File: config.mk
export PLATFORM = sky130hd
export DESIGN_NAME = sbl_selftest
export DESIGN_NICKNAME = d
export VERILOG_FILES = /design/src/pkg/sbl_pkg.sv /design/src/sbl_err_counter.sv /design/src/sbl_selftest.sv
export SDC_FILE = /design/constraint.sdc
export NUM_CORES = 1
export LEC_CHECK = 0
export ABC_AREA = 1
export ABC_CLOCK_PERIOD_IN_PS = 3150
export BUFFER_PORTS_ARGS = -buffer_cell sky130_fd_sc_hd__buf_2
export CAP_MARGIN = 20
export CELL_PAD_IN_SITES_DETAIL_PLACEMENT = 0
export CELL_PAD_IN_SITES_GLOBAL_PLACEMENT = 2
export CORE_AREA = 2 2 125 127
export CTS_BUF_LIST = sky130_fd_sc_hd__clkbuf_8
export DETAILED_ROUTE_END_ITERATION = 8
export DIE_AREA = 0 0 127 129
export PLACE_DENSITY = 0.91
export REMOVE_ABC_BUFFERS = 1
export SLEW_MARGIN = 20
export SYNTH_ARGS = -nofsm -noshare
export SYNTH_HDL_FRONTEND = slang
export SYNTH_HIERARCHICAL = 1
export SYNTH_SLANG_ARGS = --single-unit
File: constraint.sdc
create_clock -name aclk -period 3.15 [get_ports aclk]
set_input_delay 0.315 -clock aclk [delete_from_list [all_inputs] [get_ports aclk]]
set_output_delay 0.315 -clock aclk [all_outputs]
set_load 0.02 [all_outputs]
File: src/pkg/sbl_pkg.sv
// Purpose : constants and types of the serial link self-test block
// Assumes : AXI4-Lite register access, 32-bit data
// Notes   : one shared definition of offsets, fields and reset values
`default_nettype none
package sbl_pkg;
  // ----------------------------------------------------------------------
  // widths
  // ----------------------------------------------------------------------
  localparam int PIX_W = 24;
  localparam int CNT_W = 8;
  localparam int ADDR_W = 8;
  // ----------------------------------------------------------------------
  // register offsets (byte addresses)
  // ----------------------------------------------------------------------
  localparam logic [7:0] OFS_CTRL = 8'h00;
  localparam logic [7:0] OFS_STATUS = 8'h04;
  localparam logic [7:0] OFS_BIST_CRC = 8'h08;
  localparam logic [7:0] OFS_FUNC_CRC = 8'h0C;
  localparam logic [7:0] OFS_CLEAR = 8'h10;
  // ----------------------------------------------------------------------
  // field positions
  // ----------------------------------------------------------------------
  localparam int CTRL_LF_BIT = 0;
  localparam int CTRL_USE_REG_BIT = 1;
  localparam int CTRL_OSC25_BIT = 2;
  localparam int CLR_BIST_BIT = 0;
  localparam int CLR_FUNC_BIT = 1;
  localparam int ST_ACTIVE_BIT = 0;
  localparam int ST_LINK_BIT = 1;
  localparam int ST_PCLK_BIT = 2;
  localparam int ST_BC_BIT = 3;
  localparam int ST_SRC_LSB = 4;
  localparam int ST_KHZ_LSB = 16;
  // ----------------------------------------------------------------------
  // reset values and responses
  // ----------------------------------------------------------------------
  localparam logic CTRL_LF_RST = 1'b0;
  localparam logic CTRL_USE_REG_RST = 1'b0;
  localparam logic CTRL_OSC25_RST = 1'b0;
  localparam logic [1:0] RESP_OKAY = 2'h0;
  localparam logic [1:0] RESP_SLVERR = 2'h2;
  // ----------------------------------------------------------------------
  // oscillator frequencies in kHz
  // ----------------------------------------------------------------------
  localparam logic [15:0] OSC_33_KHZ = 16'h80E8;   // 33000
  localparam logic [15:0] OSC_25_KHZ = 16'h61A8;   // 25000
  localparam logic [15:0] OSC_12P5_KHZ = 16'h30D4; // 12500
  // ----------------------------------------------------------------------
  // types
  // ----------------------------------------------------------------------
  typedef enum logic [1:0] {
    SRC_PIXEL = 2'b00,
    SRC_OSC_33 = 2'b01,
    SRC_OSC_25 = 2'b10,
    SRC_OSC_12P5 = 2'b11
  } sbl_src_type;

  typedef struct packed {
    logic low_freq;
    logic backward_compat;
  } sbl_strap_type;

  typedef struct packed {
    logic [CNT_W-1:0] count;
  } sbl_cnt_type;
endpackage
`default_nettype wire

File: src/sbl_err_counter.sv
// Purpose : saturating error counter with clear and count enable
// Assumes : inc and clr come from logic on the same clock
// Notes   : a count arriving with a clear is kept, the result is one
`timescale 1ns/1ps
`default_nettype none
module sbl_err_counter
  import sbl_pkg::*;
(
  input  wire logic             aclk,
  input  wire logic             aresetn,
  input  wire logic             en,
  input  wire logic             inc,
  input  wire logic             clr,
  output logic      [CNT_W-1:0] count
);
  sbl_cnt_type st_reg;
  sbl_cnt_type st_next;
  logic        hit;

  // ----------------------------------------------------------------------
  // next count
  // ----------------------------------------------------------------------
  always_comb begin
    st_next = st_reg;
    hit = en & inc;
    if (clr) begin
      st_next.count = hit ? CNT_W'(1) : '0;
    end else if (hit && (st_reg.count != '1)) begin
      st_next.count = st_reg.count + CNT_W'(1);
    end
  end

  // state register
  always_ff @(posedge aclk) begin
    if (!aresetn) begin
      st_reg <= '0;
    end else begin
      st_reg <= st_next;
    end
  end

  assign count = st_reg.count;
endmodule
`default_nettype wire

File: src/sbl_selftest.sv
// Purpose : serializer side of the at-speed serial link self-test
// Assumes : back-channel request, link detect and crc error come
//           from logic on aclk; strap and clock-present pins do not
// Notes   : mode changes take effect at frame_start only
//
// Added by the designer: the AXI4-Lite slave port and the register offsets.
`timescale 1ns/1ps
`default_nettype none
module sbl_selftest
  import sbl_pkg::*;
(
  input  wire logic                aclk,
  input  wire logic                aresetn,
  // axi4-lite slave
  input  wire logic [ADDR_W-1:0]   s_axi_awaddr,
  input  wire logic                s_axi_awvalid,
  output logic                     s_axi_awready,
  input  wire logic [31:0]         s_axi_wdata,
  input  wire logic [3:0]          s_axi_wstrb,
  input  wire logic                s_axi_wvalid,
  output logic                     s_axi_wready,
  output logic [1:0]               s_axi_bresp,
  output logic                     s_axi_bvalid,
  input  wire logic                s_axi_bready,
  input  wire logic [ADDR_W-1:0]   s_axi_araddr,
  input  wire logic                s_axi_arvalid,
  output logic                     s_axi_arready,
  output logic [31:0]              s_axi_rdata,
  output logic [1:0]               s_axi_rresp,
  output logic                     s_axi_rvalid,
  input  wire logic                s_axi_rready,
  // link side
  input  wire logic                bc_selftest_req,
  input  wire logic                bc_link_detect,
  input  wire logic                bc_crc_error,
  input  wire logic                frame_start,
  input  wire logic [PIX_W-1:0]    pixel_data,
  input  wire logic                pixel_clock_present,
  input  wire sbl_strap_type       config_strap_select,
  output logic [PIX_W-1:0]         tx_data,
  output logic                     tx_selftest,
  output logic                     wake_request,
  output sbl_src_type              clock_source
);
  // ----------------------------------------------------------------------
  // state
  // ----------------------------------------------------------------------
  typedef struct packed {
    logic [1:0]        sy_pclk;
    logic [1:0]        sy_lf;
    logic [1:0]        sy_bc;
    logic              cfg_lf;
    logic              cfg_use_reg;
    logic              cfg_osc25;
    logic              active;
    logic              wake;
    sbl_src_type       src;
    logic [PIX_W-1:0]  tx_data;
    logic              awready;
    logic              wready;
    logic              aw_held;
    logic              w_held;
    logic [ADDR_W-1:0] awaddr;
    logic [31:0]       wdata;
    logic [3:0]        wstrb;
    logic              bvalid;
    logic [1:0]        bresp;
    logic              arready;
    logic              rvalid;
    logic [1:0]        rresp;
    logic [31:0]       rdata;
  } sbl_state_type;

  sbl_state_type    st_reg;
  sbl_state_type    st_next;
  logic             lf_eff;
  logic             bc_eff;
  logic             req_ok;
  logic             do_write;
  logic             clr_bist;
  logic             clr_func;
  logic             enter_pulse;
  logic [CNT_W-1:0] bist_count;
  logic [CNT_W-1:0] func_count;
  logic [15:0]      osc_khz;

  // ----------------------------------------------------------------------
  // crc error counters
  // ----------------------------------------------------------------------
  // self-test counter: counts only in test, cleared on entry
  sbl_err_counter u_bist_cnt (
    .aclk    (aclk),
    .aresetn (aresetn),
    .en      (st_reg.active & bc_link_detect),
    .inc     (bc_crc_error),
    .clr     (clr_bist | enter_pulse),
    .count   (bist_count)
  );

  // functional counter: counts when not in test and link detect is high
  sbl_err_counter u_func_cnt (
    .aclk    (aclk),
    .aresetn (aresetn),
    .en      (~st_reg.active & bc_link_detect),
    .inc     (bc_crc_error),
    .clr     (clr_func),
    .count   (func_count)
  );

  // ----------------------------------------------------------------------
  // next state
  // ----------------------------------------------------------------------
  always_comb begin
    st_next = st_reg;
    // two-flop synchronisers for pins
    st_next.sy_pclk = {st_reg.sy_pclk[0], pixel_clock_present};
    st_next.sy_lf = {st_reg.sy_lf[0], config_strap_select.low_freq};
    st_next.sy_bc = {st_reg.sy_bc[0], config_strap_select.backward_compat};

    // low-freq option: strap or register; compatible option: strap only
    lf_eff = st_reg.cfg_use_reg ? st_reg.cfg_lf : st_reg.sy_lf[1];
    bc_eff = st_reg.sy_bc[1];
    req_ok = bc_selftest_req & ~bc_eff;

    // wake while the far end asks for test, unless in compatible mode
    st_next.wake = req_ok;

    // enter or leave test only at a frame boundary
    if (frame_start) begin
      st_next.active = req_ok;
    end
    enter_pulse = st_next.active & ~st_reg.active;

    // zeros replace pixels during test, to encoder at line rate
    st_next.tx_data = st_next.active ? '0 : pixel_data;

    // test clock source
    if (st_reg.sy_pclk[1]) begin
      st_next.src = SRC_PIXEL;
    end else if (lf_eff) begin
      st_next.src = SRC_OSC_12P5;
    end else if (st_reg.cfg_osc25) begin
      st_next.src = SRC_OSC_25;
    end else begin
      st_next.src = SRC_OSC_33;
    end

    // --- write channel ---
    if (s_axi_awvalid && st_reg.awready) begin
      st_next.aw_held = 1'b1;
      st_next.awaddr = s_axi_awaddr;
    end
    if (s_axi_wvalid && st_reg.wready) begin
      st_next.w_held = 1'b1;
      st_next.wdata = s_axi_wdata;
      st_next.wstrb = s_axi_wstrb;
    end
    if (st_reg.bvalid && s_axi_bready) begin
      st_next.bvalid = 1'b0;
    end
    do_write = st_reg.aw_held & st_reg.w_held & ~st_reg.bvalid;
    clr_bist = 1'b0;
    clr_func = 1'b0;
    if (do_write) begin
      st_next.aw_held = 1'b0;
      st_next.w_held = 1'b0;
      st_next.bvalid = 1'b1;
      st_next.bresp = RESP_OKAY;
      case (st_reg.awaddr)
        OFS_CTRL: begin
          if (st_reg.wstrb[0]) begin
            st_next.cfg_lf = st_reg.wdata[CTRL_LF_BIT];
            st_next.cfg_use_reg = st_reg.wdata[CTRL_USE_REG_BIT];
            st_next.cfg_osc25 = st_reg.wdata[CTRL_OSC25_BIT];
          end
        end
        OFS_CLEAR: begin
          clr_bist = st_reg.wstrb[0] & st_reg.wdata[CLR_BIST_BIT];
          clr_func = st_reg.wstrb[0] & st_reg.wdata[CLR_FUNC_BIT];
        end
        OFS_STATUS, OFS_BIST_CRC, OFS_FUNC_CRC: begin
          st_next.bresp = RESP_OKAY; // read-only, write ignored
        end
        default: begin
          st_next.bresp = RESP_SLVERR;
        end
      endcase
    end
    st_next.awready = ~st_next.aw_held & ~st_next.bvalid;
    st_next.wready = ~st_next.w_held & ~st_next.bvalid;

    // --- read channel ---
    case (st_reg.src)
      SRC_OSC_33: osc_khz = OSC_33_KHZ;
      SRC_OSC_25: osc_khz = OSC_25_KHZ;
      SRC_OSC_12P5: osc_khz = OSC_12P5_KHZ;
      default: osc_khz = '0;
    endcase
    if (st_reg.rvalid && s_axi_rready) begin
      st_next.rvalid = 1'b0;
    end
    if (s_axi_arvalid && st_reg.arready) begin
      st_next.rvalid = 1'b1;
      st_next.rresp = RESP_OKAY;
      st_next.rdata = '0;
      case (s_axi_araddr)
        OFS_CTRL: begin
          st_next.rdata[CTRL_LF_BIT] = st_reg.cfg_lf;
          st_next.rdata[CTRL_USE_REG_BIT] = st_reg.cfg_use_reg;
          st_next.rdata[CTRL_OSC25_BIT] = st_reg.cfg_osc25;
        end
        OFS_STATUS: begin
          st_next.rdata[ST_ACTIVE_BIT] = st_reg.active;
          st_next.rdata[ST_LINK_BIT] = bc_link_detect;
          st_next.rdata[ST_PCLK_BIT] = st_reg.sy_pclk[1];
          st_next.rdata[ST_BC_BIT] = bc_eff;
          st_next.rdata[ST_SRC_LSB +: 2] = st_reg.src;
          st_next.rdata[ST_KHZ_LSB +: 16] = osc_khz;
        end
        OFS_BIST_CRC: st_next.rdata[CNT_W-1:0] = bist_count;
        OFS_FUNC_CRC: st_next.rdata[CNT_W-1:0] = func_count;
        OFS_CLEAR: st_next.rdata = '0;
        default: st_next.rresp = RESP_SLVERR;
      endcase
    end
    st_next.arready = ~st_next.rvalid;
  end

  // ----------------------------------------------------------------------
  // state register
  // ----------------------------------------------------------------------
  always_ff @(posedge aclk) begin
    if (!aresetn) begin
      st_reg <= '0;
      st_reg.cfg_lf <= CTRL_LF_RST;
      st_reg.cfg_use_reg <= CTRL_USE_REG_RST;
      st_reg.cfg_osc25 <= CTRL_OSC25_RST;
      st_reg.src <= SRC_OSC_33;
    end else begin
      st_reg <= st_next;
    end
  end

  // outputs straight from the state register
  assign s_axi_awready = st_reg.awready;
  assign s_axi_wready = st_reg.wready;
  assign s_axi_bvalid = st_reg.bvalid;
  assign s_axi_bresp = st_reg.bresp;
  assign s_axi_arready = st_reg.arready;
  assign s_axi_rvalid = st_reg.rvalid;
  assign s_axi_rresp = st_reg.rresp;
  assign s_axi_rdata = st_reg.rdata;
  assign tx_data = st_reg.tx_data;
  assign tx_selftest = st_reg.active;
  assign wake_request = st_reg.wake;
  assign clock_source = st_reg.src;
endmodule
`default_nettype wire

==> results of run 1 <==
## worst max-delay path, stage by stage, from the launching register on
cell and delay [ps]:
dfxtp_1 350, inv_2 60, nor3_4 210, nand2_2 80
or2_1 260, nor2_1 280, inv_2 180, o21ai_0 200
nand2_1 70, a21oi_1 100
## Yosys cell counts, drive strengths merged
master and instances:
nand2 97, nor2 92, dfxtp 89, inv 87, buf 68, nand3 48, a21oi 34, o21ai 26
nand4 9, ha 8, clkbuf 6, nor3 5, o211ai 4, or2 2, clkinv 1, conb 1
mux2 1, o211a 1, o22ai 1
## metrics by stage
stage / cells / worst slack [ps] / util, % / instance area, um2 / hold slack (ps)
2_1_floorplan: 520 / 1476 / - / 3926 / 383.9
3_3_place_gp: 820 / 1322 / 31.55 / 4725 / 395.5
3_5_place_dp: 820 / 1311 / 31.55 / 4725 / 401.8
4_1_cts: 836 / 1287 / 32.78 / 4910 / 90.69
5_1_grt: 836 / 1084 / 32.78 / 4910 / 95.79
6_report: 836 / 1293 / 32.78 / 4910 / 115.0
## per-layer routing
| layer | up-vias | GRT usage [%] | part of all wire, % |
|---|---|---|---|
| li1 | 1851 | - | - |
| met1 | 1560 | 15.06 | 47 |
| met2 | 95 | 19.35 | 45 |
| met3 | 13 | 4.241 | 6.8 |
| met4 | 0 | 3.814 | 1.5 |
| met5 | - | 0 | 0 |
## worst paths after layout
kind         cells past startpoint                  end
max                              9  u_func_cnt/count[0]
min reg2reg                      2          st_reg[123]
min                              3         st_next[121]
max reg2reg                      9  u_func_cnt/count[0]
## cells by family after synthesis
family,synth area share [%]
compound gates,8.686
flops,40.16
other cells,0.08452
fa+ha+maj,2.256
simple gates,28.37
mux,0.2538
buf+inv,20.19
## cell type report
| cell class | instances | share of cell area, % |
|---|---|---|
| clock buffer | 10 | 2.803 |
| clock inverter | 6 | 0.9684 |
| inverter | 88 | 6.779 |
| multi-input combinational | 343 | 36.90 |
| sequential | 89 | 36.29 |
| tap | 188 | 4.791 |
| timing repair buffer | 112 | 11.47 |
## placed cells by master, fill, tap and decap left out, types with 3 or more instances in the layout
cell type | netlist | final
buf_2 | 4 | 111
dfxtp_1 | 89 | 89
nand2_1 | 81 | 81
nor2_1 | 81 | 81
inv_1 | 79 | 80
nand3_1 | 44 | 44
a21oi_1 | 26 | 26
o21ai_0 | 19 | 19
conb_1 | 1 | 15
nand2_2 | 10 | 10
clkbuf_8 | 2 | 10
nand4_1 | 9 | 9
a21oi_2 | 8 | 8
ha_1 | 8 | 8
inv_2 | 7 | 7
o21ai_1 | 6 | 6
nor2_2 | 4 | 4
nor3_1 | 4 | 4
nor2_4 | 4 | 4
inv_6 | 0 | 4
nand2_4 | 4 | 4
o211ai_1 | 3 | 3
nor2_8 | 3 | 3
nand3_2 | 3 | 3
## power groups by stage
stage	combinational, uW	sequential, uW	clock (uW)
after floorplan	147	1260	0
after global routing	320	1210	840
final	280	1200	761
after detailed placement	283	1230	0
after CTS	284	1200	797
after global placement	279	1230	0
==> run_results.csv, run 1 <==
group,metric,value,unit
critical_path,crit_arrival,2170,ps
clock_network,htree_levels,3,
floorplan,top_level_ports,159,
synthesis,ys_warn_count,6,
status,outcome,"complete, no violations",
synthesis,synth_top_area_share,40.16,%
synthesis,synth_area_leaders,"dfxtp_1 40%, buf_4 10%, nand2_1 6.9%",
clock_network,clkTransAtPathRegs,90,ps
power,report.power.total,2243,uW
power,power_frac_seq,53.6,%
power,ir_drop,0.2866,mV
synthesis,synth_cell_types,39,
final_layout,largest_reg_flops,24,
sta,fin_crit_sh,58.94,%
grt,grt_pass1_vias,3396,
final_layout,area_growth,10.66,%
final_layout,drive_above_1_share,27.62,%
critical_path,crit_type,"reg2reg",
clock_network,cts_max_path_buffers,2,
floorplan,dieArea,16380,um2
detailed_routing,dr.pass1.iters,6,
floorplan,die_h,129,um
critical_path,worst_setup_path_end_kind,"flop",
synthesis,yosys.area.top_type,"dfxtp_1",
synthesis,syn_area_per_cell,7.650,um2
detailed_routing,drc,0,
clock_network,cts_tree,"done",
sta,skew,15.44,ps
power,p_comb_share,12.5,%
sta,tightest_slew,821.9,ps
detailed_routing,antenna_left,0,
sta,max_freq,538.6,MHz
sta,setup_viol,0,
final_layout,n_fill_cell,1635,
place,hpwl,7.284,mm
floorplan,rows,45,
power,p_switching,657.7,uW
final_layout,ff_latch_area,1782,um2
place,gp_congestion,0.7862,
hold_path,hp-start,"config_strap_select[1]",
critical_path,crit_path_start_kind,"flop",
critical_path,crit_fanout,10,
clock_network,holdBufCountCts,0,
sta,fin_tns_setup,0,ps
place,numPortBuffers,111,
detailed_routing,wl_per_cell,11.36,um
clock_network,clockRootBuffer,"clkbuf_8",
floorplan,start_util,29.62,%
power,p_leak,0.002536,uW
critical_path,startpoint,"st_reg[83]",
sta,hold_violations,0,
power,p_per_area,456.9,nW/um2
floorplan,die_x,127,um
clock_network,cts_buffers,9,
power,intPower,1585,uW
grt,grt_first_pass_wirelength,15.66,mm
sta,min_period,1857,ps
grt,grt_usage,11.99,%
critical_path,reg2reg_slack,1290,ps
final_layout,final_nets,741,
grt,grt_antenna_before_repair,0,
synthesis,netlist_instances,580,
clock_network,clock_sinks,89,
grt,overflow,0,
power,clkPwrFrac,33.9,%
critical_path,required,3460,ps
sta,slew_headroom,45.15,%
synthesis,netlist_area,4437,um2
clock_network,clk-insertion-delay-late,380,ps
floorplan,core,14980,um2
job,drv_cap,0,
detailed_routing,vias,3519,
detailed_routing,routed_wl,9.493,mm
final_layout,multi_input_area,1812,um2
clock_network,post_cts_resized,0,
sta,rsz0062_at_grt,"false",
grt,grt_max_degree,25,
power,switching_share,29.32,%
detailed_routing,drt-initial-drc-count,104,
critical_path,reg2reg_from,"st_reg[83]",
hold_path,worstHoldPathType,"in2reg",
final_layout,diodes,0,
clock_network,post-cts-setup-buffers,0,
synthesis,synth.yosys.seq_area_share,40.16,%
sta,slew_violations,0,
detailed_routing,viasPerCell,4.209,
synthesis,synth_seq_cells,89,
No activity file was read; power rests on OpenSTA's default activity.
==> run 2, diff against run 1 <==
- ABC_CLOCK_PERIOD_IN_PS: 3150 -> 1830
- CORE_AREA: 2 2 125 127 -> 2 2 129 131
- DIE_AREA: 0 0 127 129 -> 0 0 131 133
- PLACE_DENSITY: 0.91 -> 0.86
- clock period: 3.15 -> 1.83 ns (I/O delays scaled with it)
==> run 2 against run 1 <==
Sequential power increased by 72%. Non-clock buffer count up 36. Cell area rose by 8.3%. Highest routed layer unchanged.
==> run_results.csv, run 2 (synthesized netlist as in run 1, its figures left out) <==
group,metric,value,unit
critical_path,startpoint,"st_reg[83]",
power,p_per_area,747.5,nW/um2
place,hpwl,7.413,mm
final_layout,drive_above_1_share,28.07,%
detailed_routing,dr.pass1.iters,4,
detailed_routing,wl_per_cell,11.25,um
clock_network,cts_buffers,9,
sta,hold_violations,0,
critical_path,crit_fanout,10,
clock_network,post-cts-setup-buffers,0,
grt,overflow,0,
hold_path,worstHoldPathType,"in2reg",
grt,grt_antenna_before_repair,0,
sta,min_period,1641,ps
final_layout,final_cell_mix,"111 x buf_2, 89 x dfxtp_1, 81 x nand2_1",
sta,rsz0062_at_grt,"false",
power,switching_share,29.00,%
floorplan,dieArea,17420,um2
floorplan,core,16170,um2
detailed_routing,antenna_left,0,
clock_network,clockRootBuffer,"clkbuf_8",
place,dp_slack,136.1,ps
critical_path,reg2reg_slack,190,ps
floorplan,die_h,133,um
power,ir_drop,0.4987,mV
sta,setup_viol,0,
critical_path,crit_arrival,1950,ps
final_layout,area_growth,19.83,%
critical_path,reg2reg_from,"st_reg[83]",
final_layout,final_nets,777,
critical_path,required,2130,ps
detailed_routing,vias,3620,
grt,grt_first_pass_wirelength,16.57,mm
critical_path,endpoint,"u_bist_cnt/count[0]",
detailed_routing,viasPerCell,4.004,
power,intPower,2822,uW
floorplan,start_util,27.44,%
final_layout,diodes,0,
critical_path,reg2reg_depth,9,
power,p_leak,0.002698,uW
power,p_switching,1153,uW
floorplan,rows,47,
power,power_frac_seq,51.9,%
sta,skew,12.88,ps
sta,max_freq,609.3,MHz
place,numPortBuffers,111,
power,clkPwrFrac,34.0,%
status,outcome,"complete, no violations",
grt,grt_pass1_vias,3453,
critical_path,crit_type,"reg2reg",
place,dpl_cell_area,4832,um2
final_layout,final_common_cell,"buf_2",
grt,grt_max_degree,25,
place,gp_congestion,0.7288,
clock_network,clock_sinks,89,
final_layout,largest_reg_flops,24,
sta,fin_tns_setup,0,ps
final_layout,finish.instance_area,5316,um2
grt,grt_usage,12.03,%
detailed_routing,drt-initial-drc-count,174,
floorplan,die_x,131,um
critical_path,worst_setup_path_end_kind,"flop",
sta,slew_violations,0,
floorplan,top_level_ports,159,
clock_network,clkTransAtPathRegs,100,ps
detailed_routing,routed_wl,10.17,mm
sta,fin_crit_sh,89.69,%
clock_network,htree_levels,3,
clock_network,clk-insertion-delay-late,370,ps
power,p_comb_share,14.1,%
detailed_routing,drc,0,
critical_path,crit_path_start_kind,"flop",
job,drv_cap,0,
clock_network,cts_tree,"done",
sta,holdWs,49.55,ps
critical_path,rr_endpoint,"u_bist_cnt/count[0]",
sta,layout_setup_ws,188.7,ps
clock_network,cts_max_path_buffers,2,
==> run 2: worst min path at each step <==
stage / start / to / slack (ps) / cells past startpoint
floorplan: aresetn / clock_source[0] / 250 / 1
global placement: pixel_clock_present / st_next[123] / 370 / 3
detailed placement: pixel_clock_present / st_next[123] / 370 / 3
CTS: bc_selftest_req / wake_request / 20 / 3
global route: bc_selftest_req / wake_request / 40 / 3
finish: bc_selftest_req / wake_request / 50 / 3
==> run 2: critical path, stage by stage (launching register included) <==
cell	delay, ps
dfxtp_1	360
inv_2	60
nor3_4	180
nand2_2	80
or2_1	290
o22ai_2	150
inv_2	130
o21ai_0	170
nand2_1	70
a21oi_1	110
==> run 2: through the flow <==
stage,instances,utilization [%],total power (uW)
5_1_grt,904,32.87,4214
6_report,904,32.87,3974
2_1_floorplan,520,-,2414
3_5_place_dp,861,29.88,2624
3_3_place_gp,861,29.88,2622
4_1_cts,904,32.76,4052
==> run 2: power by group through the flow <==
stage / Combinational [uW] / Clock [uW] / Sequential [uW]
after floorplan: 253 / 0 / 2160
after global placement: 515 / 0 / 2110
after detailed placement: 515 / 0 / 2110
after CTS: 561 / 1430 / 2060
after global routing: 630 / 1510 / 2070
final: 560 / 1350 / 2060
==> run 2: what timing repair did <==
action | CTS | global route
endpoints found under the hold margin | 27 | 0
setup endpoints to repair | 0 | 6
hold buffers | 27 | 0
resized for setup | 0 | 5
==> run 2: cell type report <==
type                    instances  area, um2
clock inverters                 5      43.79
clock buffers                  11      151.4
flip-flops and latches         89       1782
multi-input cells             343       1828
well taps                     220      275.3
inverters                      88      335.3
fillers                      1719      10860
repair buffers                148      900.9
==> run 2: per-layer routing <==
layer  part of all wire (%)  track usage (%)  wire length [um]  vias to the layer above
met1                     48            16.13              4884                     1588
met4                    1.1            2.364               110                        0
met3                    6.8            4.772               689                        9
met2                     44            18.36              4484                       96
li1                       -                -                 -                     1927
met5                      0                0                 0                        -
